[src/pkg/status_flags_pkg.sv]
/*
 * Shared constants for the channel status flag block: register byte
 * offsets, control field positions, command codes and reset values.
 * Assumes a 32-bit APB register bus and one 200 MHz clock domain.
 */
package status_flags_pkg;

    // Register byte offsets, one aligned word each
    localparam logic [7:0] OFS_CTRL   = 8'h00;
    localparam logic [7:0] OFS_CMD    = 8'h04;
    localparam logic [7:0] OFS_STAT   = 8'h08;
    localparam logic [7:0] OFS_RXDATA = 8'h0C;
    localparam logic [7:0] OFS_TXHOLD = 8'h10;
    localparam logic [7:0] OFS_ISR    = 8'h14;
    localparam logic [7:0] OFS_IMR    = 8'h18;

    // Control register fields
    localparam int CTRL_TX_EN    = 0;
    localparam int CTRL_PMODE_LO = 1;
    localparam int CTRL_PTYPE    = 3;
    localparam int CTRL_FIFO16   = 4;
    localparam int CTRL_W        = 5;
    localparam logic [CTRL_W-1:0] CTRL_RESET = 5'h04;

    // Parity mode field values
    localparam logic [1:0] PMODE_WITH  = 2'h0;
    localparam logic [1:0] PMODE_FORCE = 2'h1;
    localparam logic [1:0] PMODE_NONE  = 2'h2;
    localparam logic [1:0] PMODE_MDROP = 2'h3;

    // Command codes, written to the low nibble of the command register
    localparam logic [3:0] CMD_RX_RESET  = 4'h2;
    localparam logic [3:0] CMD_TX_RESET  = 4'h3;
    localparam logic [3:0] CMD_ERR_RESET = 4'h4;

    // Status register bit positions
    localparam int ST_BRK   = 7;
    localparam int ST_FRM   = 6;
    localparam int ST_PAR   = 5;
    localparam int ST_OVR   = 4;
    localparam int ST_TRANSMIT_IDLE_FLAG = 3;
    localparam int ST_TRANSMIT_READY_FLAG = 2;
    localparam int ST_FULL  = 1;
    localparam int ST_RXRDY = 0;

    // Interrupt status bit positions
    localparam int IRQ_OVR   = 0;
    localparam int IRQ_RXRDY = 1;
    localparam int IRQ_TRANSMIT_IDLE_FLAG = 2;
    localparam int IRQ_PAR   = 3;
    localparam int IRQ_W     = 4;

    // Receive FIFO depths
    localparam int FIFO_DEPTH_SHALLOW = 8;
    localparam int FIFO_DEPTH_DEEP    = 16;

endpackage

[src/rtl/status_flags.sv]
/*
 * Per-character error flags, overrun handling and transmitter empty and
 * ready flags for one asynchronous serial channel, with an APB slave.
 * Assumes the receiver and transmitter shifters run on clk_sys and give
 * one-cycle pulses; the transmitter takes a held character only while
 * tx_enable is high.
 */
// Local design decisions: register access over APB and the register offsets.
`timescale 1ns/1ps

// Operation
// - With or forced parity selected, a character with bad parity gets its parity flag set and kept in its FIFO entry.
// - In multi-drop mode the parity flag position holds the received address/data marker.
// - Overrun is set when a character arrives while the FIFO is full and one already waits in the shift register.
// - On overrun the waiting character and its break, parity and framing status are discarded.
// - Overrun is cleared only by the reset-error-status command, never by reading characters.
// - The empty flag is set on underrun, when the transmitter is idle and ready at once.
// - Empty and ready are set when the transmitter is enabled, first or again after reset or disable.
// - Empty is set after the last stop bit when nothing waits in the holding store.
// - The FIFO is full at eight entries in shallow mode and sixteen in deep mode.
// - Error flags travel with each FIFO entry and the reset-error-status command clears them.
// - Empty is cleared on a holding store load, a pending disable taking effect, a reset or a disable in underrun.
module status_flags
#(
    parameter int DEPTH = status_flags_pkg::FIFO_DEPTH_DEEP
)
(
    // Clock and reset
    input  wire logic        clk_sys,
    input  wire logic        rst_b,
    // APB slave
    input  wire logic        psel,
    input  wire logic        penable,
    input  wire logic        pwrite,
    input  wire logic [7:0]  paddr,
    input  wire logic [31:0] pwdata,
    output logic      [31:0] prdata,
    output logic             pready,
    output logic             pslverr,
    // Receiver shifter
    input  wire logic        rx_char_valid,
    input  wire logic [7:0]  rx_char_data,
    input  wire logic        rx_char_parity,
    input  wire logic        rx_char_break,
    input  wire logic        rx_char_framing,
    // Transmitter shifter
    output logic [7:0]       tx_hold_data,
    output logic             tx_hold_valid,
    output logic             tx_enable,
    input  wire logic        tx_shift_take,
    input  wire logic        tx_stop_done,
    // Interrupt
    output logic             irq
);
    import status_flags_pkg::*;

    localparam int PW = $clog2(DEPTH);

    ////////////////////////////////////////////////////////////////////
    // Bus decode

    logic                bus_setup;
    logic                bus_done;
    logic                wr_done;
    logic                rd_done;
    logic [CTRL_W-1:0]   ctrl_q;
    logic [IRQ_W-1:0]    isr_q;
    logic [IRQ_W-1:0]    imr_q;
    logic                cmd_wr;
    logic [3:0]          cmd_code;
    logic                err_clr;
    logic                rx_clr;
    logic                tx_clr;
    logic                hold_wr;
    logic                rx_pop_req;

    // One wait state: data captured in the first access cycle
    assign bus_setup  = psel & penable & ~pready;
    assign bus_done   = psel & penable & pready;
    assign wr_done    = bus_done & pwrite;
    assign rd_done    = bus_done & ~pwrite;
    assign cmd_wr     = wr_done && paddr == OFS_CMD;
    assign cmd_code   = pwdata[3:0];
    assign err_clr    = cmd_wr && cmd_code == CMD_ERR_RESET;
    assign rx_clr     = cmd_wr && cmd_code == CMD_RX_RESET;
    assign tx_clr     = cmd_wr && cmd_code == CMD_TX_RESET;
    assign hold_wr    = wr_done && paddr == OFS_TXHOLD;
    assign rx_pop_req = rd_done && paddr == OFS_RXDATA;

    ////////////////////////////////////////////////////////////////////
    // Receive path

    logic [7:0]      fifo_data_q [DEPTH];
    logic [2:0]      fifo_err_q  [DEPTH];
    logic [PW-1:0]   wr_ptr_q;
    logic [PW-1:0]   rd_ptr_q;
    logic [PW:0]     count_q;
    logic [PW:0]     limit;
    logic            full;
    logic            pop;
    logic            space;
    logic            pend_q;
    logic [7:0]      pend_data_q;
    logic [2:0]      pend_err_q;
    logic            ovr_q;
    logic            new_perr;
    logic [2:0]      new_err;
    logic            push;
    logic [7:0]      push_data;
    logic [2:0]      push_err;
    logic            ovr_evt;

    // Full threshold follows the depth mode
    assign limit = ctrl_q[CTRL_FIFO16] ? (PW+1)'(FIFO_DEPTH_DEEP)
                                       : (PW+1)'(FIFO_DEPTH_SHALLOW);
    assign full  = count_q >= limit;
    assign pop   = rx_pop_req && count_q != '0;
    assign space = !full || pop;

    // Parity result, or the address/data marker in multi-drop mode
    always_comb
    begin
        case (ctrl_q[CTRL_PMODE_LO +: 2])
            // Even type: total ones must be even; odd type flips the sense
            PMODE_WITH:  new_perr = (^rx_char_data) ^ rx_char_parity
                                    ^ ctrl_q[CTRL_PTYPE];
            PMODE_FORCE: new_perr = rx_char_parity ^ ctrl_q[CTRL_PTYPE];
            PMODE_MDROP: new_perr = rx_char_parity;
            default:     new_perr = 1'b0;
        endcase
    end

    assign new_err = {rx_char_break, rx_char_framing, new_perr};

    // A waiting character enters the FIFO before a new one, unless an overrun overwrites it
    assign push      = space && (pend_q || rx_char_valid);
    assign push_data = pend_q ? pend_data_q : rx_char_data;
    assign push_err  = pend_q ? pend_err_q : new_err;
    assign ovr_evt   = rx_char_valid && pend_q && !space;

    // Shift-register holding slot
    always_ff @(posedge clk_sys or negedge rst_b)
    begin
        if (!rst_b)
        begin
            pend_q      <= 1'b0;
            pend_data_q <= 8'h00;
            pend_err_q  <= 3'h0;
        end
        else if (rx_clr)
        begin
            pend_q <= 1'b0;
        end
        else if (rx_char_valid && (pend_q || !space))
        begin
            // Old waiting character and its status are overwritten
            pend_q      <= 1'b1;
            pend_data_q <= rx_char_data;
            pend_err_q  <= new_err;
        end
        else if (push && pend_q)
        begin
            pend_q <= 1'b0;
        end
    end

    // FIFO pointers and fill level
    always_ff @(posedge clk_sys or negedge rst_b)
    begin
        if (!rst_b)
        begin
            wr_ptr_q <= '0;
            rd_ptr_q <= '0;
            count_q  <= '0;
        end
        else if (rx_clr)
        begin
            wr_ptr_q <= '0;
            rd_ptr_q <= '0;
            count_q  <= '0;
        end
        else
        begin
            if (push)
                wr_ptr_q <= wr_ptr_q + 1'b1;
            if (pop)
                rd_ptr_q <= rd_ptr_q + 1'b1;
            count_q <= count_q + (PW+1)'(push) - (PW+1)'(pop);
        end
    end

    // Entry storage; error bits stay with their character
    generate
        for (genvar i = 0; i < DEPTH; i++)
        begin : g_entry
            always_ff @(posedge clk_sys or negedge rst_b)
            begin
                if (!rst_b)
                begin
                    fifo_data_q[i] <= 8'h00;
                    fifo_err_q[i]  <= 3'h0;
                end
                else if (push && wr_ptr_q == PW'(i))
                begin
                    fifo_data_q[i] <= push_data;
                    fifo_err_q[i]  <= push_err;
                end
                else if (err_clr)
                begin
                    fifo_err_q[i] <= 3'h0;
                end
            end
        end
    endgenerate

    // Overrun: sticky until the error reset command; reads leave it
    always_ff @(posedge clk_sys or negedge rst_b)
    begin
        if (!rst_b)
            ovr_q <= 1'b0;
        else if (ovr_evt)
            ovr_q <= 1'b1;
        else if (err_clr)
            ovr_q <= 1'b0;
    end

    ////////////////////////////////////////////////////////////////////
    // Transmit path

    logic        tx_on_q;
    logic        busy_q;
    logic        rdy_q;
    logic        emt_q;
    logic        en_req;
    logic        dis_req;
    logic        enable_evt;
    logic        dis_take;
    logic        underrun;

    assign en_req     = ctrl_q[CTRL_TX_EN];
    assign enable_evt = en_req && !tx_on_q && !tx_clr;
    // Disable waits for the character in flight; immediate if idle
    assign dis_req    = !en_req && tx_on_q;
    assign dis_take   = dis_req && !busy_q && !tx_hold_valid;
    assign underrun   = tx_on_q && !busy_q && rdy_q && !tx_hold_valid;

    // Effective enable and shifter activity
    always_ff @(posedge clk_sys or negedge rst_b)
    begin
        if (!rst_b)
        begin
            tx_on_q <= 1'b0;
            busy_q  <= 1'b0;
        end
        else
        begin
            if (tx_clr || dis_take)
                tx_on_q <= 1'b0;
            else if (enable_evt)
                tx_on_q <= 1'b1;
            if (tx_clr)
                busy_q <= 1'b0;
            else if (tx_shift_take)
                busy_q <= 1'b1;
            else if (tx_stop_done)
                busy_q <= 1'b0;
        end
    end

    // Holding store; a load while not ready is dropped
    always_ff @(posedge clk_sys or negedge rst_b)
    begin
        if (!rst_b)
        begin
            tx_hold_valid <= 1'b0;
            tx_hold_data  <= 8'h00;
        end
        else if (tx_clr)
        begin
            tx_hold_valid <= 1'b0;
        end
        else if (hold_wr && rdy_q)
        begin
            tx_hold_valid <= 1'b1;
            tx_hold_data  <= pwdata[7:0];
        end
        else if (tx_shift_take)
        begin
            tx_hold_valid <= 1'b0;
        end
    end

    // Ready flag: store free, transmitter on and no disable requested
    always_ff @(posedge clk_sys or negedge rst_b)
    begin
        if (!rst_b)
            rdy_q <= 1'b0;
        else if (tx_clr || dis_req)
            rdy_q <= 1'b0;
        else if (enable_evt)
            rdy_q <= 1'b1;
        else if (hold_wr && rdy_q)
            rdy_q <= 1'b0;
        else if (tx_shift_take)
            rdy_q <= 1'b1;
    end

    // Empty flag; clears take priority over sets in the same cycle
    always_ff @(posedge clk_sys or negedge rst_b)
    begin
        if (!rst_b)
            emt_q <= 1'b0;
        else if (tx_clr || dis_take)
            emt_q <= 1'b0;
        else if (dis_req && emt_q)
            emt_q <= 1'b0;
        else if (hold_wr && rdy_q)
            emt_q <= 1'b0;
        else if (enable_evt)
            emt_q <= 1'b1;
        else if (tx_stop_done && !tx_hold_valid && tx_on_q)
            emt_q <= 1'b1;
        else if (underrun)
            emt_q <= 1'b1;
    end

    assign tx_enable = tx_on_q;

    ////////////////////////////////////////////////////////////////////
    // Interrupt status and mask

    logic [IRQ_W-1:0] irq_set;

    assign irq_set[IRQ_OVR]   = ovr_evt;
    assign irq_set[IRQ_RXRDY] = push;
    assign irq_set[IRQ_TRANSMIT_IDLE_FLAG] = !emt_q && (enable_evt || underrun
                                || (tx_stop_done && !tx_hold_valid && tx_on_q));
    assign irq_set[IRQ_PAR]   = push && push_err[0];

    // Set wins over a write-one-to-clear in the same cycle
    always_ff @(posedge clk_sys or negedge rst_b)
    begin
        if (!rst_b)
            isr_q <= '0;
        else if (wr_done && paddr == OFS_ISR)
            isr_q <= (isr_q & ~pwdata[IRQ_W-1:0]) | irq_set;
        else
            isr_q <= isr_q | irq_set;
    end

    // Level output, one cycle behind the status
    always_ff @(posedge clk_sys or negedge rst_b)
    begin
        if (!rst_b)
            irq <= 1'b0;
        else
            irq <= |(isr_q & imr_q);
    end

    ////////////////////////////////////////////////////////////////////
    // Writable registers

    always_ff @(posedge clk_sys or negedge rst_b)
    begin
        if (!rst_b)
        begin
            ctrl_q <= CTRL_RESET;
            imr_q  <= '0;
        end
        else if (wr_done)
        begin
            if (paddr == OFS_CTRL)
                ctrl_q <= pwdata[CTRL_W-1:0];
            else if (paddr == OFS_IMR)
                imr_q <= pwdata[IRQ_W-1:0];
        end
    end

    ////////////////////////////////////////////////////////////////////
    // Read data and handshake

    logic [7:0]  status;
    logic [2:0]  top_err;
    logic        mapped;

    assign top_err = count_q != '0 ? fifo_err_q[rd_ptr_q] : 3'h0;
    assign status  = {top_err, ovr_q, emt_q, rdy_q, full, count_q != '0};

    always_comb
    begin
        if (paddr == OFS_CTRL || paddr == OFS_CMD || paddr == OFS_STAT
            || paddr == OFS_RXDATA || paddr == OFS_TXHOLD
            || paddr == OFS_ISR || paddr == OFS_IMR)
            mapped = 1'b1;
        else
            mapped = 1'b0;
    end

    // Status read is side-effect free; only RXDATA pops
    always_ff @(posedge clk_sys or negedge rst_b)
    begin
        if (!rst_b)
            prdata <= 32'h0000_0000;
        else if (bus_setup && !pwrite)
        begin
            if (paddr == OFS_CTRL)
                prdata <= {27'h0, ctrl_q};
            else if (paddr == OFS_STAT)
                prdata <= {24'h0, status};
            else if (paddr == OFS_RXDATA)
                prdata <= {24'h0, fifo_data_q[rd_ptr_q]};
            else if (paddr == OFS_ISR)
                prdata <= {28'h0, isr_q};
            else if (paddr == OFS_IMR)
                prdata <= {28'h0, imr_q};
            else
                prdata <= 32'h0000_0000;
        end
    end

    always_ff @(posedge clk_sys or negedge rst_b)
    begin
        if (!rst_b)
        begin
            pready  <= 1'b0;
            pslverr <= 1'b0;
        end
        else
        begin
            pready  <= bus_setup;
            pslverr <= bus_setup && !mapped;
        end
    end

endmodule

[config.mk]
export PLATFORM = sky130hd
export DESIGN_NAME = status_flags
export DESIGN_NICKNAME = d
export VERILOG_FILES = /design/src/pkg/status_flags_pkg.sv /design/src/rtl/status_flags.sv
export SDC_FILE = /design/constraint.sdc
export NUM_CORES = 1
export LEC_CHECK = 0
export BUFFER_PORTS_ARGS = -buffer_cell sky130_fd_sc_hd__buf_2
export CORE_UTILIZATION = 55
export DETAILED_ROUTE_END_ITERATION = 7
export PLACE_DENSITY = 0.75
export SYNTH_ARGS = -nofsm -noshare
export SYNTH_HDL_FRONTEND = slang
export SYNTH_SLANG_ARGS = --single-unit
[constraint.sdc]
create_clock -name clk_sys -period 3.8 [get_ports clk_sys]
set_clock_uncertainty 0.15 [all_clocks]
set_input_delay 0 -clock clk_sys [delete_from_list [all_inputs] [get_ports clk_sys]]
set_output_delay 0 -clock clk_sys [all_outputs]
set_load 0.02 [all_outputs]
* After elaboration in Yosys (flattened, before gate mapping) *
Index checks and enable logic that the tools add are counted.
W data, S select, Z words.

storage, ports and cells
  register bits = 263
  input port bits = 59
  output and inout port bits = 45
  logic and storage cells = 269

operators by class
  add/subtract/negate cells = 4
  $lt $le $gt $ge = 2
  equality and inequality tests = 26
  muxes and demuxes = 63
  bitwise logic cells = 19
  reductions and logical operators = 103

operators by type and width
  cell                   number
  $mux W3                21
  $mux W8                6
  $logic_and A1 B1 Y1    45
  $reduce_bool A2 Y1     20
  $bmux W8 S4            1
  $eq A4 B4 Y1 const B   8
  $mux W4                7
  $eq A8 B5 Y1 const B   3
  $mux W1                24
  $eq A4 B3 Y1 const B   5
  $eq A4 B2 Y1 const B   4
  $eq A8 B4 Y1 const B   2
  $logic_or A1 B1 Y1     13
  $bmux W3 S4            1
  $logic_not A1 Y1       10
  $mux W5                2
  $reduce_bool A3 Y1     3
  $add A4 B1 Y4 const B  2
  $and A4 B4 Y4          2
  $eq A8 B3 Y1 const B   1
  $logic_not A8 Y1       1
  $or A4 B4 Y4           2
  $reduce_xor A8 Y1      1
  $reduce_and A2 Y1      3
  20 further kinds       30

* Longest topological paths before layout *
  depth in word-level cells = 12
  depth in mapped cells = 18
  mapped depth without buffers = 18

* Worst setup path before layout *
No wires, ideal clock.

  path type = flip-flop to flip-flop
  start point = reg count_q[2]
  end point = reg count_q[4]
  setup time = 132 ps
  arrival = 3065 ps
  required time = 3518 ps
  slack = 453 ps
  cell stages (with the launch flop) = 19
  buffers on the path = 0
  clock period less this slack = 3347 ps
  path through = dfrtp_1 > inv_1 > ha_1 > nor4b_1 > nor4b_1 > a21oi_2 > nor2_1 > inv_1 > ha_1 > inv_1 > ha_1 > inv_1 > fa_1 > inv_1 > a21oi_1 > nor2_1 > nor2_1 > xnor2_1 > nor2_1

on the way
  longest elaborated chain between the ends = 7
  elaborated cells between the ends (all ways) = 9
  classes of those cells = 2 x add/sub; 1 x order compare; 1 x mux; 5 x reduce/logical

RTL lines
  item                                                            RTL line                                  RTL
  from (decl)                                                     status_flags.sv:97                        logic [PW:0] count_q;
  from (signal assigned)                                          status_flags.sv:188                       count_q <= count_q + (PW+1)'(push) - (PW+1)'(pop);
  $ge A5 B5 Y1 / $reduce_bool A5 Y1 (equally long branches)       status_flags.sv:116, status_flags.sv:117
  $logic_not A1 Y1 / $logic_and A1 B1 Y1 (equally long branches)  status_flags.sv:118, status_flags.sv:117
  $logic_or A1 B1 Y1                                              status_flags.sv:118                       assign space = !full || pop;
  $logic_and A1 B1 Y1                                             status_flags.sv:136                       assign push = space && (pend_q || rx_char_valid);
  $add A5 B1 Y5                                                   status_flags.sv:188
  $sub A5 B1 Y5 *                                                 status_flags.sv:188
  $mux W5 *                                                       status_flags.sv:176                       else if (rx_clr)

Mark *: on every way between the ends. The rest lies on a longest branch, timed or not.
A chain may end at the register's enable or synchronous reset.

* Worst setup path in the final report *
  start point = in paddr[5]
  end point = reg isr_q[1]

on the way
  longest elaborated chain between the ends = 7
  elaborated cells between the ends (all ways) = 10
  classes of those cells = 2 x eq/ne; 1 x mux; 2 x bitwise; 5 x reduce/logical

RTL lines
  item                             RTL line                                  RTL
  from (decl)                      status_flags.sv:35                        input wire logic [7:0] paddr,
  $eq A8 B4 Y1                     status_flags.sv:88                        assign rx_pop_req = rd_done && paddr == OFS_RXDATA;
  $logic_and A1 B1 Y1              status_flags.sv:88
  $logic_and A1 B1 Y1              status_flags.sv:117                       assign pop = rx_pop_req && count_q != '0;
  $logic_or A1 B1 Y1               status_flags.sv:118
  $logic_and A1 B1 Y1              status_flags.sv:136
  $or A4 B4 Y4 (on tied branches)  status_flags.sv:348, status_flags.sv:346
  $mux W4 *                        status_flags.sv:345                       else if (wr_done && paddr == OFS_ISR)
  to (signal assigned)             status_flags.sv:346                       isr_q <= (isr_q & ~pwdata[IRQ_W-1:0]) | irq_set;
  to (signal assigned)             status_flags.sv:348                       isr_q <= isr_q | irq_set;
  to (decl)                        status_flags.sv:67                        logic [IRQ_W-1:0] isr_q;

Marks and branches as above.

==> results.yml <==
sta:
  max_slew.worst_pin.slew_ns: 1.18
  slew_headroom_pct: 18.9
  max_freq_ghz: 0.275
  setup_viol: 0
  rsz0062_at_grt: "no"
  final_max_slew_viol_count: 0
  setup_ws_ns: 0.158
  fin_crit_sh_pct: 95.8
  fin_crit_ns: 3.64
  finalHoldViolCount: 0
  setup_tns_ns: 0
clock_network:
  cts.sinks: 239
  cts_htree_levels: 1
  path_clk_slew_ns: 0.06
  clockBufferDepth: 3
  cts_tree: "done"
  cts_root_buf: "clkbuf_16"
  clock_latency_ns: 0.54
  numCtsBuffers: 26
placement:
  io_buffers: 55
  dp.cells: 1323
  hpwl_um: 17700
  placed_area_sq_um: 11800
  post-place-ws_ns: 0.0647
  place_congestion: 0.883
floorplanning:
  die_y_um: 145
  core_sq_um: 20200
  start_util_pct: 56.0
  chipWidth_um: 145
  rows: 52
  die_area_sq_um: 21200
  top_level_ports: 104
routing:
  drc: 1
  drt_iter0_markers: 492
  vias: 8259
  wl_met2_um: 13100
  wl_met1_um: 11800
  vias_per_cell: 5.84
  drtPass1Iterations: 7
  postRouteAntennaNets: 0
  wl_per_cell_um: 19.5
  highest_layer: "met4"
  route.met3.wl_um: 1910
  wl_um: 27600
finish:
  area_delta_synth_final_pct: 17.3
  layout-drive-gt1-share_pct: 19.4
  diodes: 0
  layout.nets: 1199
  stdcell_count: 1415
  fin_area_sq_um: 13300
power_and_ir_drop:
  pwr-share-comb_pct: 27.4
  switchingPower_mw: 2.94
  finalPower_mw: 9.13
  peakVddDrop_uv: 473
  seq_power_share_pct: 42.2
  leakage_nw: 5.92
  clkPwrFrac_pct: 30.3
  power_density_nw_per_um2: 688
  swShare_pct: 32.2
  power.internal_mw: 6.19
min_path:
  hp-class: "input pin to flop"
  whs_path_depth: 5
yosys:
  syn_inst: 1038
  synthTopCellsByArea: "dfrtp_1, mux4_2, o21ai_0"
  yosysTopAreaCellShare_pct: 52.6
  ys_dominant_reg_cell: "dfrtp_1"
  yosysTopAreaCell: "dfrtp_1"
  synthTopCellsByCount: "dfrtp_1, o21ai_0, nand2_1, nand3_1"
  yosysSeqAreaShare_pct: 52.8
  yosysWarnings: 0
  synth_area_sq_um: 11300
  syn_area_per_cell_sq_um: 10.9
  ys_ff_latch: 239
  ys_types: 62
  yosysMostFrequentCell: "dfrtp_1"
  synth-edff-count: 0
  async_reset_ff_share_pct: 100
global_routing:
  grt_usage_pct: 27.3
  grt_pass1_wl_um: 45400
  grt_max_degree: 85
  grt_pass1_vias: 8399
  antenna_found_initial: 0
  overflow: 0
critical_path:
  cpMostUsedCell: "dlygate4sd3_1"
  cpPeakStageDelay_ns: 0.63
  crit_path_max_fanout: 4
  cp_slowest_cell: "dlygate4sd3_1"
  required_ns: 4.05
  r2r_cells: 19
  crit_type: "input pin to flop"
  start_kind: "input pin"
  crit_path_end_kind: "flop"
  cp.arrival_ns: 3.89
  path_cells: "dlygate4sd3_1 > buf_2 > or4_4 > dlygate4sd3_1 > or3b_2 > nor2_1 > nand2_1 > dlygate4sd3_1 > a21o_1 > dlygate4sd3_1"
outcome:
  violations: "DRC"
  outcome: "finished with violations"
job:
  cap_violations: 0
final timing paths:
check / start / endpoint / slack [ns]
min reg2reg: prdata[3] / prdata[3] / 0.32
max: paddr[5] / isr_q[1] / 0.16
min in group asynchronous: rst_b / fifo_err_q[47] / 0.28
max reg2reg: count_q[2] / count_q[4] / 0.30
min: paddr[1] / prdata[3] / 0.01
max in group asynchronous: rst_b / rd_ptr_q[1] / 2.44
power by group through the flow:
stage	sequential [mW]	combinational, mW	clock [mW]
6_report	3.86	2.50	2.77
5_1_grt	3.96	2.81	2.91
4_1_cts	3.85	2.49	2.80
3_5_place_dp	3.88	2.42	0
3_3_place_gp	3.83	2.32	0
2_1_floorplan	3.73	1.79	0
kinds of logic (layout without fill, tap and decap cells):
logic type / Yosys count / after routing / synth area share, %
other: 1 / 24 / 0.0331
muxes: 98 / 98 / 14.5
AOI/OAI and AO/OA: 244 / 244 / 11.8
xor gates and xnor gates: 18 / 18 / 1.39
DFF: 239 / 239 / 52.8
adders and majority gates: 15 / 15 / 1.70
and+or+nand+nor: 298 / 298 / 12.3
buffers and inverters: 125 / 209 / 5.37
per-layer routing:
metal	track usage, %	vias up
met5	0	-
met4	7.95	0
met3	4.95	60
met2	43.8	315
met1	38.3	4082
li1	-	3802
cell type report:
cell class | instances | area (sq um)
Clock buffer | 36 | 738
Clock inverter | 11 | 219
Fill cell | 1509 | 6960
Inverter | 22 | 82.6
Multi-Input combinational cell | 697 | 4840
Sequential cell | 239 | 5980
Tap cell | 270 | 338
Timing Repair Buffer | 140 | 1080
state kept, by name (all words and copies together), names as in the netlist, 5 cells and up:
signal,flops
fifo_err_q,48
count_q,5
prdata,8
pend_data_q,8
tx_hold_data,8
fifo_data_q,128
ctrl_q,5
critical path, delay by kind of cell:
family	cells	cell delay [ns]
and+or+nand+nor	4	1.33
buffers and inverters	5	2.40
AOI/OAI and AO/OA	1	0.17
stage by stage:
stage / util, % / hold WS (ns)
2_1_floorplan: - / -0.446
3_3_place_gp: 58.5 / -0.0746
3_5_place_dp: 58.5 / -0.0821
4_1_cts: 65.5 / 0.000629
5_1_grt: 65.6 / 0.0497
6_report: 65.6 / 0.0139
cells in the final DEF (no fill, tap or decap), types with 5 or more instances in the layout:
cell type	count
ha_1	13
clkbuf_8	5
nand4_1	10
inv_1	22
buf_4	39
o21ai_1	20
mux2_1	9
clkbuf_16	26
nand3b_1	5
mux2i_1	22
nor2b_1	10
nand3_1	55
clkbuf_1	5
a21oi_1	14
dfrtp_1	236
buf_2	54
xnor2_1	12
o21ai_0	171
nand2_1	151
conb_1	24
mux2_2	17
bufinv_16	6
dlygate4sd3_1	43
mux4_2	50
xor2_1	6
nand2b_1	7
nor2_1	30
timing repair:
item | CTS | global route
setup endpoints to repair | 0 | 2
resized for setup | 0 | 3
hold buffers | 44 | 0
hold endpoints to repair | 298 | 0
setup buffers | 0 | 1
No activity file was read; power rests on OpenSTA's default activity.
